## src/acsc_pkg.sv

```systemverilog
package acsc_pkg;

   // ==========================================================
   // Register map (byte addresses on the APB)
   localparam int ADDR_W = 8;
   localparam int ADDR_LSB = 2;
   localparam logic [7:0] OFF_NCTRL = 8'h00;
   localparam logic [7:0] OFF_NCHAN = 8'h04;
   localparam logic [7:0] OFF_PCTRL = 8'h08;
   localparam logic [7:0] OFF_SRST = 8'h0C;
   localparam logic [7:0] OFF_IRQ_ST = 8'h10;
   localparam logic [7:0] OFF_IRQ_MASK = 8'h14;
   localparam logic [7:0] OFF_PRES = 8'h18;
   localparam logic [7:0] OFF_RES0 = 8'h20;
   localparam logic [7:0] RES_SPAN = 8'h20;

   // ==========================================================
   // Field positions
   localparam int NC_START = 0;
   localparam int NC_SCAN = 1;
   localparam int NC_REPEAT = 2;
   localparam int NC_ITM_LO = 3;
   localparam int NC_TRIG_EN = 5;
   localparam int NC_DONE = 6;
   localparam int NC_BUSY = 7;
   localparam int PC_START = 0;
   localparam int PC_CHAN_LO = 1;
   localparam int PC_TRIG_EN = 5;
   localparam int PC_DONE = 6;
   localparam int PC_BUSY = 7;
   localparam int SR_RESET = 0;
   localparam int IRQ_NORMAL = 0;
   localparam int IRQ_PRIO = 1;
   localparam int RES_STORED = 31;
   localparam int RES_OVR = 30;

   // ==========================================================
   // Widths, interval codes and counts
   localparam int DATA_W = 32;
   localparam int RES_W = 10;
   localparam int CH_W = 4;
   localparam int CNT_W = 3;
   localparam int RES_NUM = 8;
   localparam int IRQ_W = 2;
   localparam logic [1:0] ITM_EACH = 2'h0;
   localparam logic [1:0] ITM_FOUR = 2'h1;
   localparam logic [CNT_W-1:0] CNT_EACH_LAST = 3'h0;
   localparam logic [CNT_W-1:0] CNT_FOUR_LAST = 3'h3;
   localparam logic [CNT_W-1:0] CNT_EIGHT_LAST = 3'h7;

   typedef enum logic [1:0] {SEQ_IDLE, SEQ_NORMAL, SEQ_PRIO} acsc_seq_type;

   typedef struct packed {
      logic stored;
      logic ovr;
      logic [RES_W-1:0] data;
   } acsc_res_type;

   typedef struct packed {
      acsc_seq_type seq;
      logic scan;
      logic rpt;
      logic [1:0] itm;
      logic ntrig_en;
      logic ndone;
      logic nbusy;
      logic run_rpt;
      logic [CH_W-1:0] nchan;
      logic [CH_W-1:0] pos;
      logic [CNT_W-1:0] cnt;
      logic [CH_W-1:0] pchan;
      logic ptrig_en;
      logic pdone;
      logic pbusy;
      acsc_res_type pres;
      acsc_res_type [RES_NUM-1:0] res;
      logic [IRQ_W-1:0] irq_st;
      logic [IRQ_W-1:0] irq_mask;
      logic irq;
      logic ready;
      logic slverr;
      logic [DATA_W-1:0] rdata;
      logic conv_start;
      logic [CH_W-1:0] conv_chan;
   } acsc_state_type;

   localparam acsc_state_type ST_RESET = '0;

endpackage

```

## src/acsc_top.sv

```systemverilog
`timescale 1ns/10ps
// What this block does
// - Clearing repeat stops after the conversion in progress and drops normal busy.
// - Fixed single: on finish set done, clear busy, raise normal interrupt.
// - Scan single: after the last channel set done, clear busy, interrupt.
// - Fixed repeat keeps busy; done and interrupt at the interval boundary.
// - Interval code 00 each, 01 every four, 10 every eight conversions.
// - Scan repeat: done and interrupt after each pass; busy stays set.
// - Priority finish: store result, set done, clear busy, priority interrupt.
// - Reading a done flag clears it.
// - Each result has stored and overrun flags; valid is stored and no overrun.
// - Repeat and scan bits pick one of the four normal modes.
// - Normal start sets normal busy; priority start keeps normal flags.
// - Priority start suspends normal work, which resumes at the same channel.
// - Start bits begin normal or single fixed-channel priority conversions.
module acsc_top (
   // Clock and reset
   input wire logic CLK_I,
   input wire logic RST_I,
   // APB slave
   input wire logic PSEL_I,
   input wire logic PENABLE_I,
   input wire logic PWRITE_I,
   input wire logic [acsc_pkg::ADDR_W-1:0] PADDR_I,
   input wire logic [acsc_pkg::DATA_W-1:0] PWDATA_I,
   output logic [acsc_pkg::DATA_W-1:0] PRDATA_O,
   output logic PREADY_O,
   output logic PSLVERR_O,
   // Converter core
   input wire logic CONV_DONE_I,
   input wire logic [acsc_pkg::RES_W-1:0] CONV_DATA_I,
   output logic CONV_START_O,
   output logic [acsc_pkg::CH_W-1:0] CONV_CHAN_O,
   // Hardware triggers
   input wire logic NORMAL_TRIG_I,
   input wire logic PRIO_TRIG_I,
   // Interrupt
   output logic IRQ_O
);

   acsc_pkg::acsc_state_type st_q;
   acsc_pkg::acsc_state_type st_d;
   logic wr_en;
   logic rd_cap;

   // ==========================================================
   // Decode helpers
   function automatic logic res_hit(input logic [acsc_pkg::ADDR_W-1:0] a);
      return (a >= acsc_pkg::OFF_RES0) && (a < acsc_pkg::OFF_RES0 + acsc_pkg::RES_SPAN)
         && (a[acsc_pkg::ADDR_LSB-1:0] == '0);
   endfunction

   function automatic logic [acsc_pkg::CNT_W-1:0] res_sel(
         input logic [acsc_pkg::ADDR_W-1:0] a);
      logic [acsc_pkg::ADDR_W-1:0] off;
      off = a - acsc_pkg::OFF_RES0;
      return off[acsc_pkg::ADDR_LSB +: acsc_pkg::CNT_W];
   endfunction

   function automatic logic [acsc_pkg::CH_W-1:0] chan_of(input acsc_pkg::acsc_state_type s);
      return s.scan ? s.pos : s.nchan;
   endfunction

   function automatic logic [acsc_pkg::CNT_W-1:0] last_cnt(input logic [1:0] itm);
      if (itm == acsc_pkg::ITM_EACH) begin
         return acsc_pkg::CNT_EACH_LAST;
      end
      return (itm == acsc_pkg::ITM_FOUR) ? acsc_pkg::CNT_FOUR_LAST : acsc_pkg::CNT_EIGHT_LAST;
   endfunction

   function automatic logic [acsc_pkg::CNT_W-1:0] res_idx(input acsc_pkg::acsc_state_type s);
      logic [acsc_pkg::CH_W-1:0] ch;
      ch = chan_of(s);
      return (s.run_rpt && !s.scan) ? s.cnt : ch[acsc_pkg::CNT_W-1:0];
   endfunction

   // Writes land at the completing edge; reads are captured one edge earlier,
   // so a read-clear cannot swallow an event that arrives in between.
   assign wr_en = PSEL_I & PENABLE_I & st_q.ready & PWRITE_I;
   assign rd_cap = PSEL_I & PENABLE_I & ~st_q.ready & ~PWRITE_I;

   // ==========================================================
   // Next state
   always_comb begin
      logic [acsc_pkg::CNT_W-1:0] ri;
      logic nstart;
      logic pstart;
      logic srst;
      logic last;
      logic fire;
      logic stop;
      logic [acsc_pkg::DATA_W-1:0] rd;
      ri = '0;
      last = 1'b0;
      fire = 1'b0;
      stop = 1'b0;
      rd = '0;
      srst = 1'b0;
      st_d = st_q;
      st_d.conv_start = 1'b0;
      st_d.ready = PSEL_I & PENABLE_I & ~st_q.ready;
      st_d.slverr = 1'b0;
      st_d.rdata = '0;
      nstart = NORMAL_TRIG_I & st_q.ntrig_en;
      pstart = PRIO_TRIG_I & st_q.ptrig_en;

      if (wr_en) begin
         case (PADDR_I)
            acsc_pkg::OFF_NCTRL: begin
               st_d.scan = PWDATA_I[acsc_pkg::NC_SCAN];
               st_d.rpt = PWDATA_I[acsc_pkg::NC_REPEAT];
               st_d.itm = PWDATA_I[acsc_pkg::NC_ITM_LO +: 2];
               st_d.ntrig_en = PWDATA_I[acsc_pkg::NC_TRIG_EN];
               nstart = nstart | PWDATA_I[acsc_pkg::NC_START];
            end
            acsc_pkg::OFF_NCHAN: begin
               st_d.nchan = PWDATA_I[acsc_pkg::CH_W-1:0];
            end
            acsc_pkg::OFF_PCTRL: begin
               st_d.pchan = PWDATA_I[acsc_pkg::PC_CHAN_LO +: acsc_pkg::CH_W];
               st_d.ptrig_en = PWDATA_I[acsc_pkg::PC_TRIG_EN];
               pstart = pstart | PWDATA_I[acsc_pkg::PC_START];
            end
            acsc_pkg::OFF_SRST: begin
               srst = PWDATA_I[acsc_pkg::SR_RESET];
            end
            acsc_pkg::OFF_IRQ_ST: begin
               st_d.irq_st = st_q.irq_st & ~PWDATA_I[acsc_pkg::IRQ_W-1:0];
            end
            acsc_pkg::OFF_IRQ_MASK: begin
               st_d.irq_mask = PWDATA_I[acsc_pkg::IRQ_W-1:0];
            end
            default: begin
            end
         endcase
      end

      if (st_d.ready) begin
         case (PADDR_I)
            acsc_pkg::OFF_NCTRL, acsc_pkg::OFF_NCHAN, acsc_pkg::OFF_PCTRL,
            acsc_pkg::OFF_SRST, acsc_pkg::OFF_IRQ_ST, acsc_pkg::OFF_IRQ_MASK,
            acsc_pkg::OFF_PRES: st_d.slverr = 1'b0;
            default: st_d.slverr = !res_hit(PADDR_I);
         endcase
      end

      if (rd_cap) begin
         case (PADDR_I)
            acsc_pkg::OFF_NCTRL: begin
               rd[acsc_pkg::NC_SCAN] = st_q.scan;
               rd[acsc_pkg::NC_REPEAT] = st_q.rpt;
               rd[acsc_pkg::NC_ITM_LO +: 2] = st_q.itm;
               rd[acsc_pkg::NC_TRIG_EN] = st_q.ntrig_en;
               rd[acsc_pkg::NC_DONE] = st_q.ndone;
               rd[acsc_pkg::NC_BUSY] = st_q.nbusy;
               st_d.ndone = 1'b0;
            end
            acsc_pkg::OFF_NCHAN: rd[acsc_pkg::CH_W-1:0] = st_q.nchan;
            acsc_pkg::OFF_PCTRL: begin
               rd[acsc_pkg::PC_CHAN_LO +: acsc_pkg::CH_W] = st_q.pchan;
               rd[acsc_pkg::PC_TRIG_EN] = st_q.ptrig_en;
               rd[acsc_pkg::PC_DONE] = st_q.pdone;
               rd[acsc_pkg::PC_BUSY] = st_q.pbusy;
               st_d.pdone = 1'b0;
            end
            acsc_pkg::OFF_IRQ_ST: rd[acsc_pkg::IRQ_W-1:0] = st_q.irq_st;
            acsc_pkg::OFF_IRQ_MASK: rd[acsc_pkg::IRQ_W-1:0] = st_q.irq_mask;
            acsc_pkg::OFF_PRES: begin
               rd[acsc_pkg::RES_STORED] = st_q.pres.stored;
               rd[acsc_pkg::RES_OVR] = st_q.pres.ovr;
               rd[acsc_pkg::RES_W-1:0] = st_q.pres.data;
               st_d.pres.stored = 1'b0;
               st_d.pres.ovr = 1'b0;
            end
            default: begin
               if (res_hit(PADDR_I)) begin
                  ri = res_sel(PADDR_I);
                  rd[acsc_pkg::RES_STORED] = st_q.res[ri].stored;
                  rd[acsc_pkg::RES_OVR] = st_q.res[ri].ovr;
                  rd[acsc_pkg::RES_W-1:0] = st_q.res[ri].data;
                  st_d.res[ri].stored = 1'b0;
                  st_d.res[ri].ovr = 1'b0;
               end
            end
         endcase
         st_d.rdata = rd;
      end

      // Normal conversion finished
      if (st_q.seq == acsc_pkg::SEQ_NORMAL && CONV_DONE_I) begin
         ri = res_idx(st_q);
         st_d.res[ri].ovr = st_d.res[ri].ovr | st_d.res[ri].stored;
         st_d.res[ri].stored = 1'b1;
         st_d.res[ri].data = CONV_DATA_I;
         last = (st_q.pos == st_q.nchan);
         fire = st_q.scan ? last : (!st_q.run_rpt || st_q.cnt == last_cnt(st_q.itm));
         stop = st_q.run_rpt ? !st_d.rpt : (!st_q.scan || last);
         if (fire) begin
            st_d.ndone = 1'b1;
            st_d.irq_st[acsc_pkg::IRQ_NORMAL] = 1'b1;
         end
         if (st_q.scan) begin
            st_d.pos = last ? '0 : acsc_pkg::CH_W'(st_q.pos + 1'b1);
         end else begin
            st_d.cnt = (st_q.cnt == last_cnt(st_q.itm)) ? '0 : acsc_pkg::CNT_W'(st_q.cnt + 1'b1);
         end
         if (stop) begin
            st_d.nbusy = 1'b0;
            st_d.run_rpt = 1'b0;
            st_d.seq = acsc_pkg::SEQ_IDLE;
         end else begin
            st_d.conv_start = 1'b1;
            st_d.conv_chan = chan_of(st_d);
         end
      end

      // Priority conversion finished
      if (st_q.seq == acsc_pkg::SEQ_PRIO && CONV_DONE_I) begin
         st_d.pres.ovr = st_d.pres.ovr | st_d.pres.stored;
         st_d.pres.stored = 1'b1;
         st_d.pres.data = CONV_DATA_I;
         st_d.pdone = 1'b1;
         st_d.pbusy = 1'b0;
         st_d.irq_st[acsc_pkg::IRQ_PRIO] = 1'b1;
         if (st_q.nbusy) begin
            st_d.seq = acsc_pkg::SEQ_NORMAL;
            st_d.conv_start = 1'b1;
            st_d.conv_chan = chan_of(st_q);
         end else begin
            st_d.seq = acsc_pkg::SEQ_IDLE;
         end
      end

      // A running normal job or a running priority job refuses a new normal start
      if (nstart && !st_q.nbusy && !st_q.pbusy) begin
         st_d.nbusy = 1'b1;
         st_d.run_rpt = st_d.rpt;
         st_d.pos = '0;
         st_d.cnt = '0;
         st_d.seq = acsc_pkg::SEQ_NORMAL;
         st_d.conv_start = 1'b1;
         st_d.conv_chan = chan_of(st_d);
      end

      // Preempts normal work; normal flags are left alone
      if (pstart && !st_q.pbusy) begin
         st_d.pbusy = 1'b1;
         st_d.seq = acsc_pkg::SEQ_PRIO;
         st_d.conv_start = 1'b1;
         st_d.conv_chan = st_d.pchan;
      end

      if (srst) begin
         st_d.seq = acsc_pkg::SEQ_IDLE;
         st_d.nbusy = 1'b0;
         st_d.pbusy = 1'b0;
         st_d.run_rpt = 1'b0;
         st_d.pos = '0;
         st_d.cnt = '0;
         st_d.conv_start = 1'b0;
      end

      st_d.irq = |(st_d.irq_st & st_d.irq_mask);
   end

   always_ff @(posedge CLK_I or posedge RST_I) begin
      if (RST_I) begin
         st_q <= acsc_pkg::ST_RESET;
      end else begin
         st_q <= st_d;
      end
   end

   assign PRDATA_O = st_q.rdata;
   assign PREADY_O = st_q.ready;
   assign PSLVERR_O = st_q.slverr;
   assign CONV_START_O = st_q.conv_start;
   assign CONV_CHAN_O = st_q.conv_chan;
   assign IRQ_O = st_q.irq;

   logic ndone_ev;
   logic srst_w;
   assign ndone_ev = st_q.seq == acsc_pkg::SEQ_NORMAL && CONV_DONE_I;
   assign srst_w = wr_en && PADDR_I == acsc_pkg::OFF_SRST;
endmodule // acsc_top

```

## config.mk

```make
export PLATFORM = sky130hd
export DESIGN_NAME = acsc_top
export DESIGN_NICKNAME = d
export VERILOG_FILES = /design/src/acsc_pkg.sv /design/src/acsc_top.sv
export SDC_FILE = /design/constraint.sdc
export NUM_CORES = 1
export LEC_CHECK = 0
export BUFFER_PORTS_ARGS = -buffer_cell sky130_fd_sc_hd__buf_2
export CORE_ASPECT_RATIO = 0.7
export CORE_MARGIN = 3
export CORE_UTILIZATION = 23
export CTS_BUF_LIST = sky130_fd_sc_hd__clkbuf_8
export DETAILED_ROUTE_END_ITERATION = 7
export GPL_ROUTABILITY_DRIVEN = 0
export SETUP_SLACK_MARGIN = 0.1
export SYNTH_ARGS = -nofsm -noshare
export SYNTH_HDL_FRONTEND = slang
export SYNTH_SLANG_ARGS = --single-unit
```

## constraint.sdc

```tcl
create_clock -name CLK_I -period 6.2 [get_ports CLK_I]
set_input_delay 1.24 -clock CLK_I [delete_from_list [all_inputs] [get_ports CLK_I]]
set_output_delay 1.24 -clock CLK_I [all_outputs]
set_load 0.03 [all_outputs]
```

**After elaboration in Yosys (flattened, before gate mapping)**

Index checks and enable logic that the tools add are counted.

- Register bits after elaboration: 180
- Input port bits: 58

- $lt $le $gt $ge: 6
- Add/subtract/negate cells: 3
- Muxes and demuxes: 103
- Bitwise gates (word level): 16
- Reduce and logical (&&, ||, !) cells: 41
- Equality and inequality tests: 13

Operators with widths:

| operator | number |
|---|---|
| $bwmux 96 | 5 |
| $mux 96 | 4 |
| $demux 12 s3 | 5 |
| $bmux 12 s3 | 2 |
| $mux 5 | 10 |
| $mux 12 | 4 |
| $mux 3 | 11 |
| $mux 32 | 1 |
| $mux 4 | 8 |
| $mux 1 | 26 |
| $mux 2 | 13 |
| $eq 8x5->1 const B | 3 |
| $mux 11 | 2 |
| $mux 7 | 3 |
| $mux 10 | 2 |
| $eq 8x4->1 const B | 2 |
| $pmux 4 s4 | 1 |
| $mux 14 | 1 |
| $reduce_and 2->1 | 6 |
| $logic_and 1x1->1 | 10 |
| $pmux 2 s5 | 1 |
| $reduce_bool 5->1 | 2 |
| $reduce_bool 3->1 | 3 |
| $eq 8x3->1 const B | 1 |
| other kinds (30) | 56 |

**Logic depth before layout (Yosys ltp)**

- Depth after elaboration: 17
- Gate-level depth with buffers: 9

**Least setup slack after synthesis**

No wires, ideal clock.

- Path kind: in2reg
- Start: input PADDR_I[1] (netlist bit)
- End: register st_q[102] (netlist bit)
- Data required time: 6062 ps
- Setup slack: 3287 ps
- Cell stages on the path: 6
- Data arrival time: 2775 ps
- Cells stage by stage: nor4_4 nand3_1 nor2_1 a211oi_1 o32ai_2 mux2i_1

RTL lines:

| item | line | text |
|---|---|---|
| from (decl) | acsc_top.sv:24 | `input wire logic [acsc_pkg::ADDR_W-1:0] PADDR_I,` |
| to (signal assigned) | acsc_top.sv:268 | `st_q <= acsc_pkg::ST_RESET;` |
| to (signal assigned) | acsc_top.sv:270 | `st_q <= st_d;` |
| to (decl) | acsc_top.sv:41 | `acsc_pkg::acsc_state_type st_q;` |

==> reports/summary.txt <==
switching part of the total power: 29.2%
Power Density: 223 nW/um^2
WP data required: 6520 ps
Synth area leaders: dfrtp_1, mux2_2, mux4_2
mapped cell area: 8110 um^2
Worst Skew: 15.2 ps
post-layout util: 26.6%
largest net degree at the start of global routing: 112
Iteration-0 DRC Markers: 411
die area: 37,600 um^2
Via density: 4.67
Final nets: 797
Sw Pwr: 0.592 mW
cell chain of the critical path: buf_2 > nor4_4 > nand3_1 > nor2_1 > a211oi_1 > o32ai_2 > o21ai_0
Final Cycle Share: 58.2%
post-synthesis cell count: 708
post-synth top area share: 49.4%
Overflow after GRT: 0
Antenna diodes: 0
yosys warns: 0
Synth cell types: 60
dpl hpwl: 15,300 um
# DRC: 0
Post-synth top cells: dfrtp_1, mux2_2, nand2_1
Worst EP arrival: 3920 ps
IO buf count: 51
Max-slew headroom: 32.2%
Worst path max stage delay: 680 ps
Initial Utilization: 23.8%
post_cts resized: 0
final WL: 21,900 um
H-tree levels: 4
drt pass-1 iters: 5
CTS tree: built
Layout area overhead: 11.9%
Post-synth EDFFs: 0
peak ir drop on the vdd network: 0.105 mV
CTS Buffer Depth: 2
CP Capture Type: register
count leader, synth: dfrtp_1
Post-Syn Area per Cell: 11.5 um^2
MaxCap Viol Count: 0
layout cell share with drive strength beyond 1: 29.3%
Slew @ Worst Pin: 1020 ps
vias in the first global route: 5,647
clock network power share: 37.0%
setup_tns: 0 ps
Sink Count: 160
antenna violations before repair: 2
Die Wd: 230 um
min-delay worst type: reg2reg
kind of critical path: in2reg
CTS Buf Count: 17
Synth async-reset ratio: 100%
Seq pwr share: 54.1%
Skew-Pair Late Insertion Delay: 470 ps
Final ANT Viol Nets: 0
Int Power: 1.43 mW
CP max-delay cell: nand3_1
Comb power frac: 8.9%
Post-CTS Hold Buffers: 0
Final Hold Viols: 0
DP Cell Count: 1,182
Die Y: 163 um
P_leak: 4.22 nW
Synth area leader: dfrtp_1
FMAX: 0.277 GHz
WHS: 486 ps
Critical Path Fanout Max: 17
final setup fails: 0
first-pass GRT wire length: 34,600 um
FP Rows: 56
sequential share of the synthesized area: 49.4%
post-CTS setup repair buffer count: 0
Critical Path Source Type: primary input
synthesis-stage register bit count: 160
root buffer cell: clkbuf_8
floorplan core area: 34,100 um^2
Clock Pin Slew Worst Setup and Hold Paths: 90 ps
minimum period implied by the final worst setup slack: 3610 ps
I/O pin count: 98
RSZ-0062 raised after global routing: false
non-filler cells in the finished layout: 1,214
status: completed
Final Max Slew Viols: 0
ys flop type: dfrtp_1
GRT Total Usage: 12.0%
via count: 5,675
post-DR wirelength/cell: 18.1 um
worst max-delay path, delay by kind of cell:
kind	cells	cell delay [ps]
AND/OR/NAND/NOR	3	1750
AO/OA/AOI/OAI	3	780
buffers and inverters	1	140
through the flow:
step | power, mW | setup slack (ps) | area (um^2)
4_1_cts | 2.05 | 2680 | 9070
5_1_grt | 2.11 | 2400 | 9070
6_report | 2.02 | 2590 | 9070
3_3_place_gp | 1.29 | 2250 | 8690
3_5_place_dp | 1.30 | 2200 | 8690
2_1_floorplan | 1.25 | 640 | 8180
cell type report:
cell class,instances,area [um^2]
fill,3612,25100
timing repair buffer,63,345
tap,464,581
inverter,16,65.1
sequential,160,4000
clock inverter,15,143
multi-input combinational,479,3700
clock buffer,17,234
final timing paths:
check	start	end	slack, ps	cells past startpoint
max in group asynchronous	RST_I	st_q[140]$_DFFE_PP0P_	3930	3
min in group asynchronous	RST_I	st_q[133]$_DFFE_PP0P_	1020	2
worst min register to register	st_q[149]$_DFFE_PP0P_	st_q[149]$_DFFE_PP0P_	490	2
worst min-delay path	st_q[149]$_DFFE_PP0P_	st_q[149]$_DFFE_PP0P_	490	2
worst max register to register	st_q[177]$_DFF_PP0_	st_q[104]$_DFFE_PP0P_	3150	6
worst max-delay path	PADDR_I[1]	st_q[66]$_DFF_PP0_	2590	7
flip-flops by register name (all words and copies together), names as in the netlist:
| register | flops |
|---|---|
| st_q | 140 |
| PRDATA_O | 12 |
| CONV_CHAN_O | 4 |
| CONV_START_O | 1 |
| IRQ_O | 1 |
| PREADY_O | 1 |
| PSLVERR_O | 1 |
layout by cell type (no fill, tap or decap), drive strengths merged, types with 3 or more instances in the layout:
cell type and n:
conb 20, nor3 9, a211oi 8, clkinv 5, o21a 3, nand4 9
mux2i 34, a21oi 32, mux2 92, a31oi 6, clkbuf 17, o2111ai 4
nor2 45, nand2 82, dfrtp 160, mux4 25, o21ai 18, a21o 9
o32ai 3, or3 4, nand3 19, buf 63, nand2b 8, o22ai 9
nor2b 5, inv 25, xnor2 4
logic make-up after synthesis:
logic type | synth area share [%]
XOR/XNOR | 0.432
other | 0.0462
multiplexers | 23.9
AND/OR/NAND/NOR | 11.1
flip-flops | 49.4
buffers and inverters | 6.02
adder cells (fa/ha/maj) | 0.309
AO/OA/AOI/OAI | 8.81
power by group through the flow:
stage / combinational [mW] / sequential (mW) / clock (mW)
after global routing: 0.197 / 1.10 / 0.812
after floorplan: 0.140 / 1.11 / 0
final: 0.180 / 1.10 / 0.749
after detailed placement: 0.180 / 1.12 / 0
after CTS: 0.180 / 1.10 / 0.772
after global placement: 0.177 / 1.12 / 0
routing by layer:
layer,wire length [um],up-vias,GRT usage [%]
li1,-,2558,-
met1,10300,2886,17.4
met2,9690,207,17.6
met3,1680,20,3.33
met4,197,4,3.09
met5,27,-,0
Note: power is estimated with default switching activity, not from simulation.
